--- config.mk ---
export PLATFORM = sky130hd
export DESIGN_NAME = free_running_capture_compare
export DESIGN_NICKNAME = d
export VERILOG_FILES = /design/src/common/frt_pkg.sv /design/src/verilog/count_source.sv /design/src/verilog/free_running_capture_compare.sv
export SDC_FILE = /design/constraint.sdc
export NUM_CORES = 1
export LEC_CHECK = 0
export BUFFER_PORTS_ARGS = -buffer_cell sky130_fd_sc_hd__buf_4
export CAP_MARGIN = 20
export CORE_MARGIN = 2
export CORE_UTILIZATION = 30
export CTS_BUF_LIST = sky130_fd_sc_hd__clkbuf_2
export CTS_CLUSTER_DIAMETER = 80
export DETAILED_ROUTE_END_ITERATION = 7
export PLACE_DENSITY_LB_ADDON = 0.15
export SETUP_SLACK_MARGIN = 0.02
export SLEW_MARGIN = 20
export SYNTH_ARGS = -nofsm -noshare
export SYNTH_HDL_FRONTEND = slang
export SYNTH_SLANG_ARGS = --single-unit
--- constraint.sdc ---
create_clock -name pclk -period 3.9 [get_ports pclk]
set_input_delay 0.585 -clock pclk [delete_from_list [all_inputs] [get_ports pclk]]
set_output_delay 0.585 -clock pclk [all_outputs]
set_load 0.02 [all_outputs]
--- src/common/frt_pkg.sv ---
// Package: register map, field positions, reset values and count-source codes
package frt_pkg;

    // ----------------------------------------------------------------
    // Register byte offsets
    // ----------------------------------------------------------------
    localparam logic [7:0] OFF_CTRL_STATUS = 8'h00;
    localparam logic [7:0] OFF_COUNTER = 8'h04;
    localparam logic [7:0] OFF_COMPARE = 8'h08;
    localparam logic [7:0] OFF_CAPTURE_A = 8'h0c;
    localparam logic [7:0] OFF_CAPTURE_B = 8'h10;
    localparam logic [7:0] OFF_CAPTURE_C = 8'h14;
    localparam logic [7:0] OFF_CAPTURE_D = 8'h18;
    localparam logic [7:0] OFF_TIMER_CONTROL = 8'h1c;
    localparam logic [7:0] OFF_COMPARE_OUTPUT_CONTROL = 8'h20;
    localparam logic [7:0] OFF_MODULE_STOP_CONTROL = 8'h24;

    // ----------------------------------------------------------------
    // Control/status fields (flags are 7..1)
    // ----------------------------------------------------------------
    localparam int FLAG_CAPTURE_A = 7;
    localparam int FLAG_COMPARE_A = 3;
    localparam int FLAG_COMPARE_B = 2;
    localparam int FLAG_OVERFLOW = 1;
    localparam int BIT_CLEAR_ON_MATCH_A = 0;

    // ----------------------------------------------------------------
    // Timer control fields
    // ----------------------------------------------------------------
    localparam int BIT_EDGE_A = 7;
    localparam int BIT_BUFFER_ENABLE_A = 3;
    localparam int BIT_BUFFER_ENABLE_B = 2;
    localparam int BIT_CLOCK_SELECT_HI = 1;
    localparam int BIT_CLOCK_SELECT_LO = 0;

    // ----------------------------------------------------------------
    // Compare output control fields
    // ----------------------------------------------------------------
    localparam int BIT_CAPTURE_D_MASK_MODE = 7;
    localparam int BIT_COMPARE_A_AUTOADD_MODE = 6;
    localparam int BIT_CAPTURE_REG_SELECT = 5;
    localparam int BIT_COMPARE_REG_SELECT = 4;
    localparam int BIT_COMPARE_OUT_A_ENABLE = 3;
    localparam int BIT_COMPARE_OUT_B_ENABLE = 2;
    localparam int BIT_COMPARE_OUT_A_LEVEL = 1;
    localparam int BIT_COMPARE_OUT_B_LEVEL = 0;

    // Module stop bit for this timer
    localparam int BIT_TIMER_MODULE_STOP = 13;

    // ----------------------------------------------------------------
    // Reset values
    // ----------------------------------------------------------------
    localparam logic [7:0] RESET_COMPARE_OUTPUT_CONTROL = 8'h00;
    localparam logic [7:0] RESET_TIMER_CONTROL = 8'h00;
    localparam logic [15:0] RESET_MODULE_STOP_CONTROL = 16'h3fff;
    localparam logic [15:0] RESET_COMPARE = 16'hffff;
    localparam logic [15:0] COUNTER_MAX = 16'hffff;

    // ----------------------------------------------------------------
    // Count source codes and prescaler taps
    // ----------------------------------------------------------------
    typedef enum logic [1:0] {
        SRC_DIV2 = 2'b00,
        SRC_DIV8 = 2'b01,
        SRC_DIV32 = 2'b10,
        SRC_EXTERNAL = 2'b11
    } count_source_t;

    localparam logic [4:0] PRESCALE_DIV2_MASK = 5'h01;
    localparam logic [4:0] PRESCALE_DIV8_MASK = 5'h07;
    localparam logic [4:0] PRESCALE_DIV32_MASK = 5'h1f;

endpackage : frt_pkg

--- src/verilog/count_source.sv ---
// Count source: internal prescaler taps or external clock rising edges
`timescale 1ns/1ps
module count_source (
    // Clock and reset
    input wire logic pclk,
    input wire logic presetn,
    // Control
    input wire logic run,
    input wire logic [1:0] clock_select,
    input wire logic ext_clk,
    // One-cycle count enable
    output logic count_tick
);

    logic [4:0] prescale_reg;
    logic ext_prev_reg;
    logic [4:0] mask;

    always_ff @(posedge pclk or negedge presetn)
    begin
        if (!presetn)
            prescale_reg <= 5'h00;
        else
            prescale_reg <= prescale_reg + 5'h01;
    end

    always_ff @(posedge pclk or negedge presetn)
    begin
        if (!presetn)
            ext_prev_reg <= 1'b0;
        else
            ext_prev_reg <= ext_clk;
    end

    // Tick once per period of the chosen divided clock
    always_comb
    begin
        case (frt_pkg::count_source_t'(clock_select))
            frt_pkg::SRC_DIV2: mask = frt_pkg::PRESCALE_DIV2_MASK;
            frt_pkg::SRC_DIV8: mask = frt_pkg::PRESCALE_DIV8_MASK;
            frt_pkg::SRC_DIV32: mask = frt_pkg::PRESCALE_DIV32_MASK;
            default: mask = frt_pkg::PRESCALE_DIV2_MASK;
        endcase
    end

    // External source counts rising edges; pulses of 1.5 cycles are always seen
    always_comb
    begin
        if (!run)
            count_tick = 1'b0;
        else if (clock_select == frt_pkg::SRC_EXTERNAL)
            count_tick = ext_clk & ~ext_prev_reg;
        else
            count_tick = ((prescale_reg & mask) == mask);
    end

endmodule : count_source

--- src/verilog/free_running_capture_compare.sv ---
// Free-running 16-bit timer with two compare outputs and four capture inputs
`timescale 1ns/1ps
// What this block does
// Output control register clears on reset, standby
// Bit 7 enables mask of capture D
// Bit 6 enables compare A auto-add
// Bit 5 steers shared capture addresses
// Bit 4 steers shared compare address
// Outputs driven only while enables set
// Level A applied at match A, toggled instead in auto-add
// Level B applied at match B
// Module stop halts timer, zero resumes
// Module stop register resets to 3fff
// Counter advances once per source period
// External clock pulses at least 1.5 cycles
// Compare match drives pin to level, A toggles in auto-add
// Optional counter clear on match A
// Edge select picks capture edge, 1 rising
// Upper-byte read delays capture one cycle
// C and D buffer A and B
// Buffer channel edge sets flag only
// Read of either pair delays capture
// Capture sets flag, loads counter together
// Clock select chooses divider or external
// Match in last equal state, sets flag
// Overflow flag on wrap to zero
// Buffer enables pair C-A, D-B
// Buffered capture shifts old value down
// Full 16-bit equality compare each state
module free_running_capture_compare (
    // APB slave
    input wire logic pclk,
    input wire logic presetn,
    input wire logic psel,
    input wire logic penable,
    input wire logic pwrite,
    input wire logic [7:0] paddr,
    input wire logic [31:0] pwdata,
    output logic [31:0] prdata,
    output logic pready,
    output logic pslverr,
    // System
    input wire logic hw_standby,
    // Timer pins
    input wire logic ext_clk_pin,
    input wire logic [3:0] capture_in_pins,
    output logic compare_out_a_pin,
    output logic compare_out_a_oe_n,
    output logic compare_out_b_pin,
    output logic compare_out_b_oe_n
);

    // ----------------------------------------------------------------
    // Registers
    // ----------------------------------------------------------------
    logic [7:0] compare_output_control_reg;
    logic [15:0] module_stop_control_reg;
    logic [7:0] timer_control_reg;
    logic [7:0] status_reg;
    logic [15:0] counter_reg;
    logic [15:0] compare_a_reg;
    logic [15:0] compare_b_reg;
    logic [15:0] rise_increment_reg;
    logic [15:0] fall_increment_reg;
    logic [15:0] mask_interval_reg;
    logic [15:0] capture_a_reg;
    logic [15:0] capture_b_reg;
    logic [15:0] capture_c_reg;
    logic [15:0] capture_d_reg;
    logic [3:0] pin_prev_reg;
    logic [3:0] pending_reg;
    logic compare_written_reg;
    logic mask_active_reg;
    logic out_a_reg;
    logic out_b_reg;
    logic [31:0] prdata_reg;
    logic pslverr_reg;

    // ----------------------------------------------------------------
    // Decode
    // ----------------------------------------------------------------
    logic stopped;
    logic tick;
    logic wr;
    logic capture_sel;
    logic compare_sel;
    logic buf_a;
    logic buf_b;
    logic [3:0] raw_event;
    logic [3:0] hold;
    logic [3:0] fire;
    logic match_a;
    logic match_b;
    logic wr_compare;
    logic clear_counter;
    logic overflow;
    logic [6:0] flag_set;
    logic [15:0] mask_end;

    function automatic logic hit(input logic [7:0] addr, input logic [7:0] offset);
        hit = (addr == offset);
    endfunction : hit

    function automatic logic edge_seen(input logic prev, input logic now, input logic rising);
        edge_seen = rising ? (now & ~prev) : (prev & ~now);
    endfunction : edge_seen

    assign stopped = module_stop_control_reg[frt_pkg::BIT_TIMER_MODULE_STOP];
    assign wr = psel & penable & pwrite;
    assign capture_sel = compare_output_control_reg[frt_pkg::BIT_CAPTURE_REG_SELECT];
    assign compare_sel = compare_output_control_reg[frt_pkg::BIT_COMPARE_REG_SELECT];
    assign buf_a = timer_control_reg[frt_pkg::BIT_BUFFER_ENABLE_A];
    assign buf_b = timer_control_reg[frt_pkg::BIT_BUFFER_ENABLE_B];

    count_source u_count_source (
        .pclk(pclk),
        .presetn(presetn),
        .run(~stopped),
        .clock_select({timer_control_reg[frt_pkg::BIT_CLOCK_SELECT_HI],
                       timer_control_reg[frt_pkg::BIT_CLOCK_SELECT_LO]}),
        .ext_clk(ext_clk_pin),
        .count_tick(tick)
    );

    // ----------------------------------------------------------------
    // Capture events
    // ----------------------------------------------------------------
    // A read of a capture register spans setup and access phases
    always_comb
    begin
        hold[0] = psel & ~pwrite & ~capture_sel & hit(paddr, frt_pkg::OFF_CAPTURE_A);
        hold[1] = psel & ~pwrite & ~capture_sel & hit(paddr, frt_pkg::OFF_CAPTURE_B);
        hold[2] = psel & ~pwrite & ~capture_sel & hit(paddr, frt_pkg::OFF_CAPTURE_C);
        hold[3] = psel & ~pwrite & hit(paddr, frt_pkg::OFF_CAPTURE_D);
        if (buf_a)
        begin
            hold[0] = hold[0] | hold[2];
        end
        if (buf_b)
        begin
            hold[1] = hold[1] | hold[3];
        end
    end

    always_comb
    begin
        for (int i = 0; i < 4; i++)
        begin
            raw_event[i] = ~stopped & edge_seen(pin_prev_reg[i], capture_in_pins[i],
                timer_control_reg[frt_pkg::BIT_EDGE_A - i]);
        end
        // Capture D input is ignored while the mask window is open
        if (mask_active_reg)
        begin
            raw_event[3] = 1'b0;
        end
        fire = (raw_event & ~hold) | pending_reg;
    end

    always_ff @(posedge pclk or negedge presetn)
    begin
        if (!presetn)
        begin
            pin_prev_reg <= 4'h0;
            pending_reg <= 4'h0;
        end
        else
        begin
            pin_prev_reg <= capture_in_pins;
            pending_reg <= raw_event & hold;
        end
    end

    // Capture D mask window, from capture D until counter reaches D plus twice interval
    assign mask_end = capture_d_reg + {mask_interval_reg[14:0], 1'b0};

    always_ff @(posedge pclk or negedge presetn)
    begin
        if (!presetn)
            mask_active_reg <= 1'b0;
        else if (!compare_output_control_reg[frt_pkg::BIT_CAPTURE_D_MASK_MODE])
            mask_active_reg <= 1'b0;
        else if (fire[3] && mask_interval_reg != 16'h0000)
            mask_active_reg <= 1'b1;
        else if (tick && counter_reg == mask_end)
            mask_active_reg <= 1'b0;
    end

    always_ff @(posedge pclk or negedge presetn)
    begin
        if (!presetn)
        begin
            capture_a_reg <= 16'h0000;
            capture_b_reg <= 16'h0000;
            capture_c_reg <= 16'h0000;
            capture_d_reg <= 16'h0000;
        end
        else
        begin
            if (fire[0])
            begin
                capture_a_reg <= counter_reg;
                if (buf_a)
                    capture_c_reg <= capture_a_reg;
            end
            if (fire[1])
            begin
                capture_b_reg <= counter_reg;
                if (buf_b)
                    capture_d_reg <= capture_b_reg;
            end
            // Buffer channels keep their own edge for the flag only
            if (fire[2] && !buf_a)
                capture_c_reg <= counter_reg;
            if (fire[3] && !buf_b)
                capture_d_reg <= counter_reg;
        end
    end

    // ----------------------------------------------------------------
    // Counter and compare
    // ----------------------------------------------------------------
    assign wr_compare = wr & (hit(paddr, frt_pkg::OFF_COMPARE)
        | (capture_sel & (hit(paddr, frt_pkg::OFF_CAPTURE_A)
        | hit(paddr, frt_pkg::OFF_CAPTURE_B))));

    // A compare write wins over a match in its own cycle and the following cycle
    assign match_a = tick & ~wr_compare & ~compare_written_reg
        & (counter_reg == compare_a_reg);
    assign match_b = tick & ~wr_compare & ~compare_written_reg
        & (counter_reg == compare_b_reg);
    assign clear_counter = match_a & status_reg[frt_pkg::BIT_CLEAR_ON_MATCH_A];
    assign overflow = tick & ~clear_counter & ~(wr & hit(paddr, frt_pkg::OFF_COUNTER))
        & (counter_reg == frt_pkg::COUNTER_MAX);
    assign flag_set = {fire[0], fire[1], fire[2], fire[3], match_a, match_b, overflow};

    always_ff @(posedge pclk or negedge presetn)
    begin
        if (!presetn)
            compare_written_reg <= 1'b0;
        else
            compare_written_reg <= wr_compare;
    end

    // Clear beats a software write, which beats an increment
    always_ff @(posedge pclk or negedge presetn)
    begin
        if (!presetn)
            counter_reg <= 16'h0000;
        else if (clear_counter)
            counter_reg <= 16'h0000;
        else if (wr && hit(paddr, frt_pkg::OFF_COUNTER))
            counter_reg <= pwdata[15:0];
        else if (tick)
            counter_reg <= counter_reg + 16'h0001;
    end

    always_ff @(posedge pclk or negedge presetn)
    begin
        if (!presetn)
        begin
            compare_a_reg <= frt_pkg::RESET_COMPARE;
            compare_b_reg <= frt_pkg::RESET_COMPARE;
            rise_increment_reg <= frt_pkg::RESET_COMPARE;
            fall_increment_reg <= frt_pkg::RESET_COMPARE;
            mask_interval_reg <= 16'h0000;
        end
        else if (wr)
        begin
            if (hit(paddr, frt_pkg::OFF_COMPARE) && !compare_sel)
                compare_a_reg <= pwdata[15:0];
            if (hit(paddr, frt_pkg::OFF_COMPARE) && compare_sel)
                compare_b_reg <= pwdata[15:0];
            if (hit(paddr, frt_pkg::OFF_CAPTURE_A) && capture_sel)
                rise_increment_reg <= pwdata[15:0];
            if (hit(paddr, frt_pkg::OFF_CAPTURE_B) && capture_sel)
                fall_increment_reg <= pwdata[15:0];
            if (hit(paddr, frt_pkg::OFF_CAPTURE_C) && capture_sel)
                mask_interval_reg <= pwdata[15:0];
        end
        else if (match_a && compare_output_control_reg[frt_pkg::BIT_COMPARE_A_AUTOADD_MODE])
        begin
            // Going high adds the rise increment, going low the fall increment
            compare_a_reg <= compare_a_reg
                + (out_a_reg ? fall_increment_reg : rise_increment_reg);
        end
    end

    // ----------------------------------------------------------------
    // Compare outputs
    // ----------------------------------------------------------------
    always_ff @(posedge pclk or negedge presetn)
    begin
        if (!presetn)
        begin
            out_a_reg <= 1'b0;
            out_b_reg <= 1'b0;
        end
        else
        begin
            if (match_a)
            begin
                if (compare_output_control_reg[frt_pkg::BIT_COMPARE_A_AUTOADD_MODE])
                    out_a_reg <= ~out_a_reg;
                else
                    out_a_reg <= compare_output_control_reg[frt_pkg::BIT_COMPARE_OUT_A_LEVEL];
            end
            if (match_b)
                out_b_reg <= compare_output_control_reg[frt_pkg::BIT_COMPARE_OUT_B_LEVEL];
        end
    end

    assign compare_out_a_pin = out_a_reg;
    assign compare_out_b_pin = out_b_reg;
    assign compare_out_a_oe_n =
        ~compare_output_control_reg[frt_pkg::BIT_COMPARE_OUT_A_ENABLE];
    assign compare_out_b_oe_n =
        ~compare_output_control_reg[frt_pkg::BIT_COMPARE_OUT_B_ENABLE];

    // ----------------------------------------------------------------
    // Control registers
    // ----------------------------------------------------------------
    always_ff @(posedge pclk or negedge presetn)
    begin
        if (!presetn)
        begin
            compare_output_control_reg <= frt_pkg::RESET_COMPARE_OUTPUT_CONTROL;
            module_stop_control_reg <= frt_pkg::RESET_MODULE_STOP_CONTROL;
            timer_control_reg <= frt_pkg::RESET_TIMER_CONTROL;
        end
        else if (hw_standby)
        begin
            compare_output_control_reg <= frt_pkg::RESET_COMPARE_OUTPUT_CONTROL;
            module_stop_control_reg <= frt_pkg::RESET_MODULE_STOP_CONTROL;
            timer_control_reg <= frt_pkg::RESET_TIMER_CONTROL;
        end
        else if (wr)
        begin
            if (hit(paddr, frt_pkg::OFF_COMPARE_OUTPUT_CONTROL))
                compare_output_control_reg <= pwdata[7:0];
            // Stop takes hold once this bus cycle completes
            if (hit(paddr, frt_pkg::OFF_MODULE_STOP_CONTROL))
                module_stop_control_reg <= pwdata[15:0];
            if (hit(paddr, frt_pkg::OFF_TIMER_CONTROL))
                timer_control_reg <= pwdata[7:0];
        end
    end

    // Flags: write 0 clears, writing 1 has no effect, a set in the same cycle wins
    always_ff @(posedge pclk or negedge presetn)
    begin
        if (!presetn)
            status_reg <= 8'h00;
        else
        begin
            if (wr && hit(paddr, frt_pkg::OFF_CTRL_STATUS))
            begin
                status_reg[7:1] <= (status_reg[7:1] & pwdata[7:1])
                    | flag_set;
                status_reg[frt_pkg::BIT_CLEAR_ON_MATCH_A] <= pwdata[frt_pkg::BIT_CLEAR_ON_MATCH_A];
            end
            else
                status_reg[7:1] <= status_reg[7:1]
                    | flag_set;
        end
    end

    // ----------------------------------------------------------------
    // APB read path, latched in the setup phase
    // ----------------------------------------------------------------
    always_ff @(posedge pclk or negedge presetn)
    begin
        if (!presetn)
        begin
            prdata_reg <= 32'h0000_0000;
            pslverr_reg <= 1'b0;
        end
        else if (psel && !penable)
        begin
            pslverr_reg <= 1'b0;
            prdata_reg <= 32'h0000_0000;
            case (paddr)
                frt_pkg::OFF_CTRL_STATUS: prdata_reg[7:0] <= status_reg;
                frt_pkg::OFF_COUNTER: prdata_reg[15:0] <= counter_reg;
                frt_pkg::OFF_COMPARE:
                    prdata_reg[15:0] <= compare_sel ? compare_b_reg : compare_a_reg;
                frt_pkg::OFF_CAPTURE_A:
                    prdata_reg[15:0] <= capture_sel ? rise_increment_reg : capture_a_reg;
                frt_pkg::OFF_CAPTURE_B:
                    prdata_reg[15:0] <= capture_sel ? fall_increment_reg : capture_b_reg;
                frt_pkg::OFF_CAPTURE_C:
                    prdata_reg[15:0] <= capture_sel ? mask_interval_reg : capture_c_reg;
                frt_pkg::OFF_CAPTURE_D: prdata_reg[15:0] <= capture_d_reg;
                frt_pkg::OFF_TIMER_CONTROL: prdata_reg[7:0] <= timer_control_reg;
                frt_pkg::OFF_COMPARE_OUTPUT_CONTROL:
                    prdata_reg[7:0] <= compare_output_control_reg;
                frt_pkg::OFF_MODULE_STOP_CONTROL: prdata_reg[15:0] <= module_stop_control_reg;
                default: pslverr_reg <= 1'b1;
            endcase
        end
    end

    assign prdata = prdata_reg;
    assign pready = psel & penable;
    assign pslverr = pslverr_reg & psel & penable;

endmodule : free_running_capture_compare
==> impl_metrics.json <==
{
  "synthSimpleGateAreaFrac_pct": 14.8,
  "worst_ep_required_time_ns": 4.79,
  "syn_avg_cell_area_um2": 10.1,
  "routed-via-count": 11600,
  "clockBufferDepth": 3,
  "clock-root-buffer": "clkbuf_2",
  "clock_latency_ns": 1.02,
  "slew_headroom_pct": 33.1,
  "path_cells": "ha_1 > a211oi_1 > o31ai_1 > a2111oi_0 > nor3_1 > mux2i_1 > mux2i_1 > o41ai_1 > a21boi_0",
  "fin_worst_skew_ns": 0.0842,
  "ant_nets": 0,
  "synth_warnings": 0,
  "synth_most_common_cell": "dfrtp_1",
  "p_leak_nw": 7.11,
  "crit_type": "flop to flop",
  "fillers": 4798,
  "overflow": 0,
  "die_w_um": 220,
  "synth_edf_count": 0,
  "regArea_um2": 5980,
  "slowest_delay_ns": 0.61,
  "final_hold_viol_count": 0,
  "multi_input_area_um2": 7460,
  "dieArea_um2": 48400,
  "setup_viol": 0,
  "regToRegSetupSlack_ns": 0.64,
  "synth_xor_area_share_pct": 4.42,
  "cp_max_fo": 5,
  "power.density_nw_per_um2": 308,
  "gp_congestion": 0.880,
  "synth_ff_type": "dfrtp_1",
  "dp_hpwl_um": 35300,
  "wirelength_um": 50500,
  "port_buffers": 56,
  "ys_seq_elements": 235,
  "clk_pin_slew_ns": 0.11,
  "tns_ns": 0,
  "yosys.area_share.adder_pct": 3.24,
  "cts_max_level": 3,
  "crit_top_cell": "mux2i_1",
  "critPathLaunchType": "flop",
  "grt_pass1_wl_um": 75300,
  "antenna_found_initial": 2,
  "fin_nets": 1598,
  "synth_top_family_by_area": "multiplexers",
  "seq_area_frac_synth_pct": 42.8,
  "yosysTopAreaCell": "dfrtp_1",
  "crit_path_top_delay_cell": "o41ai_1",
  "cp_data_arrival_time_ns": 4.15,
  "cts.sinks": 235,
  "die_h_um": 220,
  "fmax_mhz": 307,
  "yosys-top-cells-count": "dfrtp_1, nand2_1, mux2_2",
  "p_total_mw": 4.99,
  "synth_cell_types": 79,
  "async_flop_share_pct": 100,
  "ir_worst_vdd_v": 0.000113,
  "post_drt_via_cell_ratio": 5.33,
  "synth.area.top_cells": "dfrtp_1, dfstp_2, mux2_2",
  "synthMuxAreaShare_pct": 16.1,
  "drc": 0,
  "fin_crit_sh_pct": 83.5,
  "path_delay_family": "compound AO/OA/AOI/OAI gates",
  "drt-initial-drc-count": 1009,
  "grt_pass1_vias": 11400,
  "grt_max_degree": 80,
  "report.final.slew_viol_count": 0,
  "tightest_slew_ns": 0.982,
  "synth-compound-area-share_pct": 14.1,
  "finalCriticalPeriod_ns": 3.26,
  "design.core.area_um2": 46300,
  "syn_inst": 1390,
  "post-cts-setup-buffer-count": 0,
  "synthesis.area_um2": 14000,
  "grt_setup_unrepaired": "no",
  "crit_path_end_kind": "flop",
  "drive_gt1_share_pct": 30.7,
  "hold_path.class": "input port to flop",
  "drv_cap": 0,
  "routedWlPerCell_um": 23.2,
  "cts_tree": "yes",
  "numCtsBuffers": 71,
  "grt_usage_pct": 21.2,
  "yosysTopAreaCellShare_pct": 28.1,
  "firstDrtPassIters": 8,
  "initial_utilization_pct": 30.2,
  "outcome": "complete, no violations",
  "pin_count": 89,
  "num_rows": 79,
  "critPathBufInv": 0,
  "syn_to_final_growth_pct": 16.1
}
[where the power goes]
group	internal (mW)	total, mW	switching, mW
Clock	0.935	2.12	1.18
Sequential	2.48	2.52	0.0382
Combinational	0.123	0.355	0.232
[through the flow]
step | instances | hold WS, ns | instance area (um^2) | setup WS (ns) | utilization [%]
final | 2171 | 0.122 | 16200 | 0.642 | 35.1
after global routing | 2171 | 0.0830 | 16200 | 0.321 | 35.1
after CTS | 2170 | 0.0224 | 16200 | 0.592 | 35.1
after detailed placement | 2003 | 0.467 | 15100 | 0.481 | 32.7
after global placement | 2003 | 0.464 | 15100 | 0.498 | 32.7
after floorplan | 1405 | 0.289 | 14000 | 0.739 | -
[worst min-delay path: stages]
cell and delay (ns):
buf_4 0.09, nor2b_1 0.04, buf_4 0.19, a31oi_1 0.14
[layout make-up]
class,instances,area share (%)
multi-input combinational,1031,46.0
tap,607,4.68
inverter,24,0.555
sequential,235,36.8
clock buffer,110,3.39
antenna,1,0.0154
timing repair buffer,149,7.68
clock inverter,14,0.833
[logic make-up (layout without fill, tap and decap cells)]
| logic type | after synthesis | count (layout) |
|---|---|---|
| other | 1 | 17 |
| and+or+nand+nor | 410 | 410 |
| buffers and inverters | 139 | 297 |
| adders and majority gates | 35 | 35 |
| muxes | 200 | 200 |
| xor gates and xnor gates | 69 | 69 |
| DFF | 235 | 235 |
| AOI/OAI and AO/OA | 301 | 301 |
[placed cells by master (no fill, tap or decap), types with 6 or more instances in the layout]
cell           instances
dfrtp_1              156
nand2_1              149
mux2_2               144
clkbuf_2             110
buf_4                104
nor2_1                84
dfstp_2               78
a21oi_1               75
o21ai_0               72
dlygate4sd3_1         43
xnor2_1               42
mux2i_1               41
nand3_1               38
ha_1                  33
xor2_1                26
a22oi_1               25
inv_1                 24
a221oi_1              21
a31oi_1               19
and3_1                18
nand3b_1              18
nand4_1               17
a211oi_1              17
conb_1                16
a21o_1                12
nor3_1                11
nor4_1                11
a222oi_1              10
mux2_4                10
nand2b_1               9
nor2b_1                8
clkinv_1               8
o211ai_1               7
a2111oi_0              7
and2_1                 6
[layer usage]
layer  GRT usage [%]  share of wire (%)
met2            32.4                 45
met5               0                  0
met3            4.35                5.6
met1            29.4                 47
met4            8.19                2.8
[repair_timing]
| action | CTS | global route |
|---|---|---|
| endpoints found under the hold margin | 220 | 0 |
| gates resized for setup | 0 | 0 |
| endpoints found under the setup margin | 0 | 0 |
| hold buffers | 43 | 0 |
[path summary, 6_finish.rpt]
check / start / to / cells after the start
worst max-delay path: mask_interval_reg[1] / mask_active_reg / 9
worst min-delay path: penable / prdata[15] / 4
worst max register to register: mask_interval_reg[1] / mask_active_reg / 9
worst min register to register: prdata[7] / prdata[7] / 1
max in group asynchronous: presetn / module_stop_control_reg[11] / 3
min in group asynchronous: presetn / compare_written_reg / 2
Note: power is estimated with default switching activity, not from simulation.
